--- config.mk ---
export PLATFORM = sky130hd
export DESIGN_NAME = fspc_top
export DESIGN_NICKNAME = d
export VERILOG_FILES = /design/src/rtl/fspc_pkg.sv /design/src/rtl/fspc_top.sv
export SDC_FILE = /design/constraint.sdc
export NUM_CORES = 2
export LEC_CHECK = 0
export BUFFER_PORTS_ARGS = -buffer_cell sky130_fd_sc_hd__buf_2
export CELL_PAD_IN_SITES_DETAIL_PLACEMENT = 1
export CELL_PAD_IN_SITES_GLOBAL_PLACEMENT = 2
export CORE_ASPECT_RATIO = 0.7
export CORE_MARGIN = 2
export CORE_UTILIZATION = 47
export CTS_BUF_LIST = sky130_fd_sc_hd__clkbuf_4 sky130_fd_sc_hd__clkbuf_8 sky130_fd_sc_hd__clkbuf_16
export DETAILED_ROUTE_END_ITERATION = 7
export PLACE_DENSITY = 0.88
export SETUP_SLACK_MARGIN = 0.1
export SYNTH_ARGS = -nofsm -noshare
export SYNTH_HDL_FRONTEND = slang
export SYNTH_SLANG_ARGS = --single-unit
--- constraint.sdc ---
create_clock -name I_CLK -period 3.06 [get_ports I_CLK]
set_input_delay 0.153 -clock I_CLK [delete_from_list [all_inputs] [get_ports I_CLK]]
set_output_delay 0.153 -clock I_CLK [all_outputs]
set_load 0.005 [all_outputs]
--- src/rtl/fspc_pkg.sv ---
package fspc_pkg;

  // ********************************
  // Register map
  // ********************************
  localparam logic [3:0]  A_CTRL = 4'h0;
  localparam logic [3:0]  A_KEY  = 4'h4;
  localparam logic [3:0]  A_PAGE = 4'h8;
  localparam logic [3:0]  A_STAT = 4'hC;

  localparam int          CTL_WR    = 15;
  localparam int          CTL_PERMIT = 14;
  localparam int          CTL_ERR   = 13;
  localparam int          CTL_ERASE = 6;
  localparam int          STAT_BUSY = 0;
  localparam int          STAT_KEY  = 1;

  localparam logic [7:0]  KEY_FIRST  = 8'h55;
  localparam logic [7:0]  KEY_SECOND = 8'hAA;

  // ********************************
  // Geometry
  // ********************************
  localparam int          BUF_WORDS  = 64;
  localparam logic [5:0]  IDX_LAST   = 6'h3F;
  localparam logic [23:0] ROW_MASK   = 24'hFFFF80;
  localparam logic [23:0] PAGE_MASK  = 24'hFFFC00;

  // ********************************
  // Operation codes
  // ********************************
  localparam logic [3:0]  OP_1111 = 4'hF;
  localparam logic [3:0]  OP_1101 = 4'hD;
  localparam logic [3:0]  OP_1100 = 4'hC;
  localparam logic [3:0]  OP_0011 = 4'h3;
  localparam logic [3:0]  OP_0010 = 4'h2;
  localparam logic [3:0]  OP_0001 = 4'h1;
  localparam logic [3:0]  OP_0000 = 4'h0;

  typedef enum logic [2:0] {
    K_NOP   = 3'b000,
    K_ROW   = 3'b001,
    K_WORD  = 3'b010,
    K_PAGE  = 3'b011,
    K_BLK   = 3'b100,
    K_CFGP  = 3'b101
  } fspc_kind_e;

  typedef enum logic [1:0] {
    S_IDLE   = 2'b00,
    S_TIME   = 2'b01,
    S_COMMIT = 2'b10
  } fspc_st_e;

  typedef enum logic [1:0] {
    KEY_NONE  = 2'b00,
    KEY_HALF  = 2'b01,
    KEY_ARMED = 2'b10
  } fspc_key_e;

  function automatic fspc_kind_e fspc_decode(input logic ers, input logic [3:0] op);
    fspc_kind_e k;
    k = K_NOP;
    if (ers) begin
      case (op)
        OP_1111, OP_1101, OP_1100, OP_0000: k = K_BLK;
        OP_0010: k = K_PAGE;
        default: k = K_NOP;
      endcase
    end else begin
      case (op)
        OP_0011: k = K_WORD;
        OP_0001: k = K_ROW;
        OP_0000: k = K_CFGP;
        default: k = K_NOP;
      endcase
    end
    return k;
  endfunction

endpackage

--- src/rtl/fspc_top.sv ---
// The address map and the Wishbone slave port were chosen for this implementation.
`timescale 1ns/1ps
module fspc_top #(
  parameter int unsigned P_ROW_OSC   = 11064,
  parameter int unsigned P_WORD_OSC  = 2000,
  parameter int unsigned P_ERASE_OSC = 20000
) (
  input  wire logic        I_CLK,
  input  wire logic        I_SYS_RST,
  input  wire logic        I_POR_RST,
  input  wire logic        I_FAST_OSC,
  input  wire logic        I_WB_CYC,
  input  wire logic        I_WB_STB,
  input  wire logic        I_WB_WE,
  input  wire logic [3:0]  I_WB_ADR,
  input  wire logic [31:0] I_WB_DAT,
  input  wire logic [3:0]  I_WB_SEL,
  output logic [31:0]      O_WB_DAT,
  output logic             O_WB_ACK,
  input  wire logic        I_TBL_REQ,
  input  wire logic        I_TBL_WE,
  input  wire logic        I_TBL_HI,
  input  wire logic        I_TBL_BYTE,
  input  wire logic        I_TBL_BSEL,
  input  wire logic [15:0] I_TBL_EFF_ADDR,
  input  wire logic [15:0] I_TBL_WDATA,
  output logic             O_TBL_DONE,
  output logic [15:0]      O_TBL_RDATA,
  output logic             O_CORE_STALL,
  output logic [23:0]      O_FL_RADDR,
  input  wire logic [23:0] I_FL_RDATA,
  output logic             O_FL_WE,
  output logic             O_FL_ERS,
  output logic [4:0]       O_FL_OP,
  output logic [23:0]      O_FL_ADDR,
  output logic [23:0]      O_FL_WDATA
);
  import fspc_pkg::*;

  // ********************************
  // Declarations
  // ********************************
  logic             rst_any;
  logic             ack_r;
  logic [31:0]      rdat_r;
  logic             rd_ctl_r;
  logic             wb_go;
  logic             wr_go;
  logic             ctl_wr;
  logic             key_wr;
  logic             page_wr;
  logic [15:0]      ctl_rd;
  logic [15:0]      ctl_nxt;
  logic             start_req;
  logic             good_start;
  logic             bad_start;
  logic             wr_r;
  logic             permit_r;
  logic             err_r;
  logic             erase_r;
  logic [3:0]       op_r;
  logic [7:0]       page_r;
  fspc_key_e        key_st_r;
  fspc_st_e         st_r;
  fspc_kind_e       kind_r;
  fspc_kind_e       dec;
  logic [15:0]      cnt_r;
  logic [15:0]      lim_r;
  logic [5:0]       idx_r;
  logic [23:0]      base_r;
  logic             commit_last;
  logic             op_fin;
  logic             osc_s1;
  logic             osc_s2;
  logic             osc_s3;
  logic             osc_edge;
  logic [23:0]      buf_r [BUF_WORDS];
  logic             tbl_go;
  logic             pend_r;
  logic             done_r;
  logic             t_rd_r;
  logic             t_hi_r;
  logic             t_byte_r;
  logic             t_bsel_r;
  logic [23:0]      raddr_r;
  logic [23:0]      op_addr_r;
  logic [15:0]      rdata_r;
  logic [5:0]       bi;
  logic             fl_we_r;
  logic             fl_ers_r;
  logic [4:0]       fl_op_r;
  logic [23:0]      fl_addr_r;
  logic [23:0]      fl_wdata_r;

  // ********************************
  // Functions
  // ********************************
  function automatic logic [15:0] merge16(input logic [15:0] o,
                                          input logic [15:0] n,
                                          input logic [1:0]  s);
    logic [15:0] r;
    r = o;
    if (s[0]) r[7:0] = n[7:0];
    if (s[1]) r[15:8] = n[15:8];
    return r;
  endfunction

  function automatic logic [15:0] op_lim(input fspc_kind_e k);
    logic [15:0] l;
    case (k)
      K_ROW:          l = 16'(P_ROW_OSC);
      K_WORD, K_CFGP: l = 16'(P_WORD_OSC);
      K_PAGE, K_BLK:  l = 16'(P_ERASE_OSC);
      default:        l = 16'h0000;
    endcase
    return l;
  endfunction

  function automatic logic [23:0] align(input fspc_kind_e k, input logic [23:0] a);
    logic [23:0] r;
    case (k)
      K_ROW:   r = a & ROW_MASK;
      K_PAGE:  r = a & PAGE_MASK;
      default: r = a;
    endcase
    return r;
  endfunction

  // ********************************
  // Bus slave
  // ********************************
  assign rst_any    = I_POR_RST | I_SYS_RST;
  assign wb_go      = I_WB_CYC & I_WB_STB & ~ack_r;
  assign wr_go      = wb_go & I_WB_WE;
  assign ctl_wr     = wr_go && (I_WB_ADR == A_CTRL);
  assign key_wr     = wr_go && (I_WB_ADR == A_KEY);
  assign page_wr    = wr_go && (I_WB_ADR == A_PAGE);
  assign O_WB_ACK   = ack_r;
  assign O_WB_DAT   = rdat_r;

  always_comb begin
    ctl_rd            = 16'h0000;
    ctl_rd[CTL_WR]    = wr_r;
    ctl_rd[CTL_PERMIT] = permit_r;
    ctl_rd[CTL_ERR]   = err_r;
    ctl_rd[CTL_ERASE] = erase_r;
    ctl_rd[3:0]       = op_r;
  end

  assign ctl_nxt = merge16(ctl_rd, I_WB_DAT[15:0], I_WB_SEL[1:0]);

  always_ff @(posedge I_CLK) begin
    if (rst_any) begin
      ack_r    <= 1'b0;
      rdat_r   <= 32'h0000_0000;
      rd_ctl_r <= 1'b0;
    end else begin
      ack_r    <= wb_go;
      rd_ctl_r <= wb_go && !I_WB_WE && (I_WB_ADR == A_CTRL);
      if (wb_go && !I_WB_WE) begin
        rdat_r <= 32'h0000_0000;
        case (I_WB_ADR)
          A_CTRL:  rdat_r[15:0] <= ctl_rd;
          A_PAGE:  rdat_r[7:0] <= page_r;
          A_STAT: begin
            rdat_r[STAT_BUSY]          <= wr_r;
            rdat_r[STAT_KEY+1:STAT_KEY] <= key_st_r;
          end
          default: rdat_r <= 32'h0000_0000;
        endcase
      end
    end
  end

  always_ff @(posedge I_CLK) begin
    if (rst_any) begin
      page_r <= 8'h00;
    end else if (page_wr && I_WB_SEL[0]) begin
      page_r <= I_WB_DAT[7:0];
    end
  end

  // ********************************
  // Unlock sequence
  // ********************************
  always_ff @(posedge I_CLK) begin
    if (rst_any) begin
      key_st_r <= KEY_NONE;
    end else if (wr_go) begin
      if (key_wr && I_WB_SEL[0] && I_WB_DAT[7:0] == KEY_FIRST) begin
        key_st_r <= KEY_HALF;
      end else if (key_wr && I_WB_SEL[0] && I_WB_DAT[7:0] == KEY_SECOND
                   && key_st_r == KEY_HALF) begin
        key_st_r <= KEY_ARMED;
      end else begin
        key_st_r <= KEY_NONE;
      end
    end
  end

  // ********************************
  // Control register
  // ********************************
  assign start_req  = ctl_wr && ctl_nxt[CTL_WR] && !wr_r && (st_r == S_IDLE);
  assign good_start = start_req && (key_st_r == KEY_ARMED) && ctl_nxt[CTL_PERMIT];
  assign bad_start  = start_req && !good_start;
  assign dec        = fspc_decode(ctl_nxt[CTL_ERASE], ctl_nxt[3:0]);

  // Power-on reset only; a system reset mid-operation terminates it
  always_ff @(posedge I_CLK) begin
    if (I_POR_RST) begin
      wr_r    <= 1'b0;
      permit_r <= 1'b0;
      erase_r <= 1'b0;
      op_r    <= 4'h0;
    end else begin
      if (ctl_wr && !wr_r) begin
        permit_r <= ctl_nxt[CTL_PERMIT];
        erase_r <= ctl_nxt[CTL_ERASE];
        op_r    <= ctl_nxt[3:0];
      end
      if (I_SYS_RST || op_fin) begin
        wr_r <= 1'b0;
      end else if (good_start) begin
        wr_r <= 1'b1;
      end
    end
  end

  // Hardware set wins over software clear
  always_ff @(posedge I_CLK) begin
    if (I_POR_RST) begin
      err_r <= 1'b0;
    end else if (bad_start || (I_SYS_RST && wr_r)) begin
      err_r <= 1'b1;
    end else if (op_fin) begin
      err_r <= 1'b0;
    end else if (ctl_wr && !wr_r) begin
      err_r <= ctl_nxt[CTL_ERR];
    end
  end

  assign O_CORE_STALL = wr_r;

  // ********************************
  // Oscillator sampling
  // ********************************
  always_ff @(posedge I_CLK) begin
    if (rst_any) begin
      osc_s1 <= 1'b0;
      osc_s2 <= 1'b0;
      osc_s3 <= 1'b0;
    end else begin
      osc_s1 <= I_FAST_OSC;
      osc_s2 <= osc_s1;
      osc_s3 <= osc_s2;
    end
  end

  assign osc_edge = osc_s2 & ~osc_s3;

  // ********************************
  // Operation sequencer
  // ********************************
  assign commit_last = (kind_r != K_ROW) || (idx_r == IDX_LAST);
  assign op_fin      = (st_r == S_COMMIT) && commit_last;

  always_ff @(posedge I_CLK) begin
    if (rst_any) begin
      st_r   <= S_IDLE;
      kind_r <= K_NOP;
      cnt_r  <= 16'h0000;
      lim_r  <= 16'h0000;
      idx_r  <= 6'h00;
      base_r <= 24'h000000;
    end else begin
      case (st_r)
        S_IDLE: begin
          if (good_start) begin
            kind_r <= dec;
            lim_r  <= op_lim(dec);
            cnt_r  <= 16'h0000;
            base_r <= align(dec, op_addr_r);
            st_r   <= S_TIME;
          end
        end
        S_TIME: begin
          if (cnt_r >= lim_r) begin
            idx_r <= 6'h00;
            st_r  <= S_COMMIT;
          end else if (osc_edge) begin
            cnt_r <= cnt_r + 16'h0001;
          end
        end
        S_COMMIT: begin
          if (commit_last) begin
            st_r <= S_IDLE;
          end else begin
            idx_r <= idx_r + 6'h01;
          end
        end
        default: st_r <= S_IDLE;
      endcase
    end
  end

  // ********************************
  // Flash array strobes
  // ********************************
  always_ff @(posedge I_CLK) begin
    if (rst_any) begin
      fl_we_r    <= 1'b0;
      fl_ers_r   <= 1'b0;
      fl_op_r    <= 5'h00;
      fl_addr_r  <= 24'h000000;
      fl_wdata_r <= 24'h000000;
    end else begin
      fl_we_r  <= 1'b0;
      fl_ers_r <= 1'b0;
      if (good_start) begin
        fl_op_r <= {ctl_nxt[CTL_ERASE], ctl_nxt[3:0]};
      end
      if (st_r == S_COMMIT) begin
        case (kind_r)
          K_ROW: begin
            fl_we_r    <= 1'b1;
            fl_addr_r  <= {base_r[23:7], idx_r, 1'b0};
            fl_wdata_r <= buf_r[idx_r];
          end
          K_WORD, K_CFGP: begin
            fl_we_r    <= 1'b1;
            fl_addr_r  <= base_r;
            fl_wdata_r <= buf_r[base_r[6:1]];
          end
          K_PAGE, K_BLK: begin
            fl_ers_r  <= 1'b1;
            fl_addr_r <= base_r;
          end
          default: fl_we_r <= 1'b0;
        endcase
      end
    end
  end

  assign O_FL_WE    = fl_we_r;
  assign O_FL_ERS   = fl_ers_r;
  assign O_FL_OP    = fl_op_r;
  assign O_FL_ADDR  = fl_addr_r;
  assign O_FL_WDATA = fl_wdata_r;

  // ********************************
  // Table access port
  // ********************************
  assign tbl_go = I_TBL_REQ && !wr_r && (st_r == S_IDLE);
  assign bi     = I_TBL_EFF_ADDR[6:1];

  // Holding buffer only; array untouched until a program cycle
  always_ff @(posedge I_CLK) begin
    if (tbl_go && I_TBL_WE) begin
      if (!I_TBL_HI) begin
        if (!I_TBL_BYTE) begin
          buf_r[bi][15:0] <= I_TBL_WDATA;
        end else if (I_TBL_BSEL) begin
          buf_r[bi][15:8] <= I_TBL_WDATA[7:0];
        end else begin
          buf_r[bi][7:0] <= I_TBL_WDATA[7:0];
        end
      end else if (!(I_TBL_BYTE && I_TBL_BSEL)) begin
        buf_r[bi][23:16] <= I_TBL_WDATA[7:0];
      end
    end
  end

  always_ff @(posedge I_CLK) begin
    if (rst_any) begin
      pend_r    <= 1'b0;
      done_r    <= 1'b0;
      t_rd_r    <= 1'b0;
      t_hi_r    <= 1'b0;
      t_byte_r  <= 1'b0;
      t_bsel_r  <= 1'b0;
      raddr_r   <= 24'h000000;
      op_addr_r <= 24'h000000;
      rdata_r   <= 16'h0000;
    end else begin
      pend_r <= tbl_go;
      done_r <= pend_r;
      if (tbl_go) begin
        t_rd_r   <= !I_TBL_WE;
        t_hi_r   <= I_TBL_HI;
        t_byte_r <= I_TBL_BYTE;
        t_bsel_r <= I_TBL_BSEL;
        if (I_TBL_WE) begin
          op_addr_r <= {page_r, I_TBL_EFF_ADDR};
        end else begin
          raddr_r <= {page_r, I_TBL_EFF_ADDR};
        end
      end
      if (pend_r && t_rd_r) begin
        if (!t_hi_r) begin
          if (!t_byte_r) begin
            rdata_r <= I_FL_RDATA[15:0];
          end else begin
            rdata_r <= {8'h00, t_bsel_r ? I_FL_RDATA[15:8] : I_FL_RDATA[7:0]};
          end
        end else if (t_byte_r && t_bsel_r) begin
          rdata_r <= 16'h0000;
        end else begin
          rdata_r <= {8'h00, I_FL_RDATA[23:16]};
        end
      end
    end
  end

  assign O_TBL_DONE  = done_r;
  assign O_TBL_RDATA = rdata_r;
  assign O_FL_RADDR  = raddr_r;
endmodule

==> impl_metrics.py <==
metrics = {
    "setup_path": {
        "r2r_end": "O_FL_WDATA[19]",
        "cp.required_ps": 3800,
        "ff2ff_path_depth": 8,
        "cp_max_fo": 22,
        "cp.arrival_ps": 3830,
        "ff2ff_setup_slack_ps": -30,
        "cp-end-kind": "flop",
        "start_kind": "flop",
        "critical_path_class": "flop to flop",
    },
    "sta": {
        "setup_viol": 2,
        "hold_viol_final": 0,
        "max_freq_ghz": 0.323,
        "fin_ws_ps": -31.2,
        "rsz0062_at_grt": "true",
        "hold_slack_ps": 37.5,
        "maxSlewHeadroom_pct": 35.8,
        "finalCriticalPeriod_ps": 3090,
        "fin_worst_skew_ps": 49.2,
        "maxSlewViolCount": 0,
        "tightest_slew_ps": 959,
        "min_period_over_period_pct": 101,
    },
    "power_and_ir_drop": {
        "power.leakage_nw": 29.4,
        "cellPowerDensity_nw_per_um2": 520,
        "finalPower_w": 0.0492,
        "vdd_drop_max_uv": 553,
    },
    "synth": {
        "synth_area_leader_cell": "edfxtp_1",
        "async_flop_share_pct": 0,
        "ys_ff_latch": 1764,
        "synthDistinctLibCells": 65,
        "synth_enable_flop_cells": 1536,
        "syn_area_um2": 80000,
        "synth_seq_area_share_pct": 63.4,
        "synth.area.top_cells": "edfxtp_1 (58%), mux4_2 (18%), dfxtp_1 (5.7%)",
        "yosys_warnings": 0,
        "avgSynthCellArea_um2": 16.6,
        "synth_top_flop_cell": "edfxtp_1",
        "syn_inst": 4829,
        "synth_top_area_share_pct": 57.7,
    },
    "worst_hold_path": {
        "min_from": "I_TBL_WDATA[10]",
        "holdPathEnd": "buf_r[14][10]",
        "hold_depth": 3,
        "hold_class": "input port to flop",
    },
    "die": {
        "core-area_um2": 169000,
        "die_x_um": 497,
        "initial_core_util_pct": 47.4,
        "rows": 126,
        "die_h_um": 349,
        "io_pins": 238,
        "dieArea_um2": 174000,
    },
    "flow_run": {
        "drv_cap": 0,
    },
    "routing": {
        "wirelength_um": 296000,
        "routedWlPerCell_um": 37.7,
        "drt_iter0_markers": 9223,
        "routed-via-count": 54601,
        "vias_per_cell": 6.96,
        "firstDrtPassIters": 8,
        "drc": 0,
        "postRouteAntennaNets": 0,
    },
    "cts": {
        "cts_sinks": 1764,
        "htree_levels": 4,
        "cts_max_path_buffers": 3,
        "clkTransAtPathRegs_ps": 70,
        "cts_buffers": 171,
        "cts_tree": "yes",
        "cts_root_buf": "clkbuf_16",
        "clock_latency_ps": 870,
    },
    "run_status": {
        "status": "finished, violations left",
        "violations": "setup timing",
    },
    "finish": {
        "fin_area_um2": 94600,
        "fill_cells": 15334,
        "final_nets": 5569,
        "drive_gt1_share_pct": 31.0,
        "postLayoutCoreUtil_pct": 56.0,
        "syn_to_final_growth_pct": 18.2,
    },
    "placement": {
        "globalplace.congestion": 0.977,
        "dpl_worst_slack_ps": -386,
        "dp_hpwl_um": 205000,
        "portBuffers": 193,
        "place_area_um2": 87700,
    },
    "global_routing": {
        "gr-total-overflow": 0,
        "grt_pass1_vias": 55599,
        "grt_max_degree": 160,
        "grt_usage_pct": 33.8,
        "grt_pass1_wl_um": 417000,
        "antenna_found_initial": 21,
    },
}
synthesized netlist by cell type (5+ instances only):
master and n:
a311oi_1 9, nor3b_1 7, mux2_2 40, o22ai_1 232, nor4_1 28, dfxtp_1 228, buf_6 17, o31ai_1 5
nand3_1 22, edfxtp_1 1536, or4_1 30, a211oi_1 23, and3_1 7, nand3b_1 8, ha_1 14, nor2_1 317
nor3_1 67, a21oi_1 131, buf_1 27, o221ai_1 22, buf_4 49, o21ai_0 51, o211ai_1 6, mux4_2 648
clkbuf_1 189, buf_2 101, nand4_1 12, a31oi_1 30, a22o_1 22, a22oi_1 92, and2_1 12, nor2b_1 8
or3_1 26, nand2_1 362, mux2i_1 371, inv_1 18, nand2b_1 10
cells in the final DEF, fill, tap and decap left out, types with 29 or more instances in the layout:
cell,n
dfxtp_1,220
o22ai_1,232
mux2i_1,369
a21oi_1,129
mux2_2,40
a22oi_1,92
buf_12,148
clkinv_1,29
dlygate4sd3_1,97
nor2_1,315
mux4_2,648
a31oi_1,30
buf_4,378
clkbuf_4,47
buf_2,185
nand2_1,359
or4_1,30
clkbuf_16,172
edfxtp_1,1536
o21ai_0,51
nor3_1,66
cell type report:
cell class / count / area [µm²] / share of cell area [%]
antenna: 9 / 22.5 / 0.0238
clock inverter: 82 / 828 / 0.876
inverter: 18 / 67.6 / 0.0714
timing repair buffer: 811 / 7730 / 8.17
sequential: 1764 / 50700 / 53.6
multi-input combinational: 2681 / 27500 / 29.1
tap: 2240 / 2800 / 2.96
clock buffer: 235 / 4880 / 5.16
power breakdown:
part           internal, W  switching, W
sequential          0.0262     0.0000312
clock               0.0122       0.00972
combinational     0.000269      0.000743
total               0.0387        0.0105
flip-flops by register name (all words and copies together) (netlist names), 6 cells and up, named ones only:
signal / cells
buf_r: 1536
O_FL_ADDR: 24
O_FL_RADDR: 24
O_FL_WDATA: 24
base_r: 24
op_addr_r: 24
O_TBL_RDATA: 16
cnt_r: 16
O_WB_DAT: 11
page_r: 8
lim_r: 7
idx_r: 6
critical path: stages (launching register included):
cell,delay [ps]
dfxtp_4,480
buf_12,190
buf_12,220
mux2i_1,550
o22ai_1,180
nor4_1,460
buf_4,220
a31oi_1,100
or4_1,530
routing by layer:
metal  vias to the layer above  track usage (%)  wire length [µm]
met2                      4479             49.1            128000
met3                       788             12.0             46000
met5                         -                0               112
met4                        16             15.0             14200
li1                      20966                -                 -
met1                     28352             45.9            107000
logic make-up after synthesis:
group | synth area share, %
flip-flops | 63.4
multiplexers | 23.4
AND/OR/NAND/NOR | 5.30
AO/OA/AOI/OAI | 5.13
buffers and inverters | 2.49
adder cells (fa/ha/maj) | 0.219
XOR/XNOR | 0.0547
other | 0.00469
stage by stage:
stage | instances | TNS [ps]
CTS | 7828 | 0
finish | 7840 | -52.9
detailed placement | 7406 | -387
global placement | 7406 | -244
floorplan | 4849 | 0
global route | 7832 | 0
what timing repair did:
item	4_1_cts	5_1_grt
pin swaps	0	1
endpoints found under the hold margin	555	0
setup buffers	6	4
resized for setup	5	10
hold buffers	99	0
endpoints found under the setup margin	7	25
worst max path at each step:
| stage | depth (start not counted) | to | slack, ps |
|---|---|---|---|
| 6_report | 8 | O_FL_WDATA[19] | -30 |
| 5_1_grt | 8 | O_FL_WDATA[21] | 9 |
| 4_1_cts | 8 | O_FL_WDATA[19] | 140 |
| 3_5_place_dp | 9 | O_FL_WDATA[18] | -390 |
| 3_3_place_gp | 9 | O_FL_WDATA[18] | -240 |
| 2_1_floorplan | 4 | buf_r[0][10] | 370 |
Note: power is estimated with default switching activity, not from simulation.
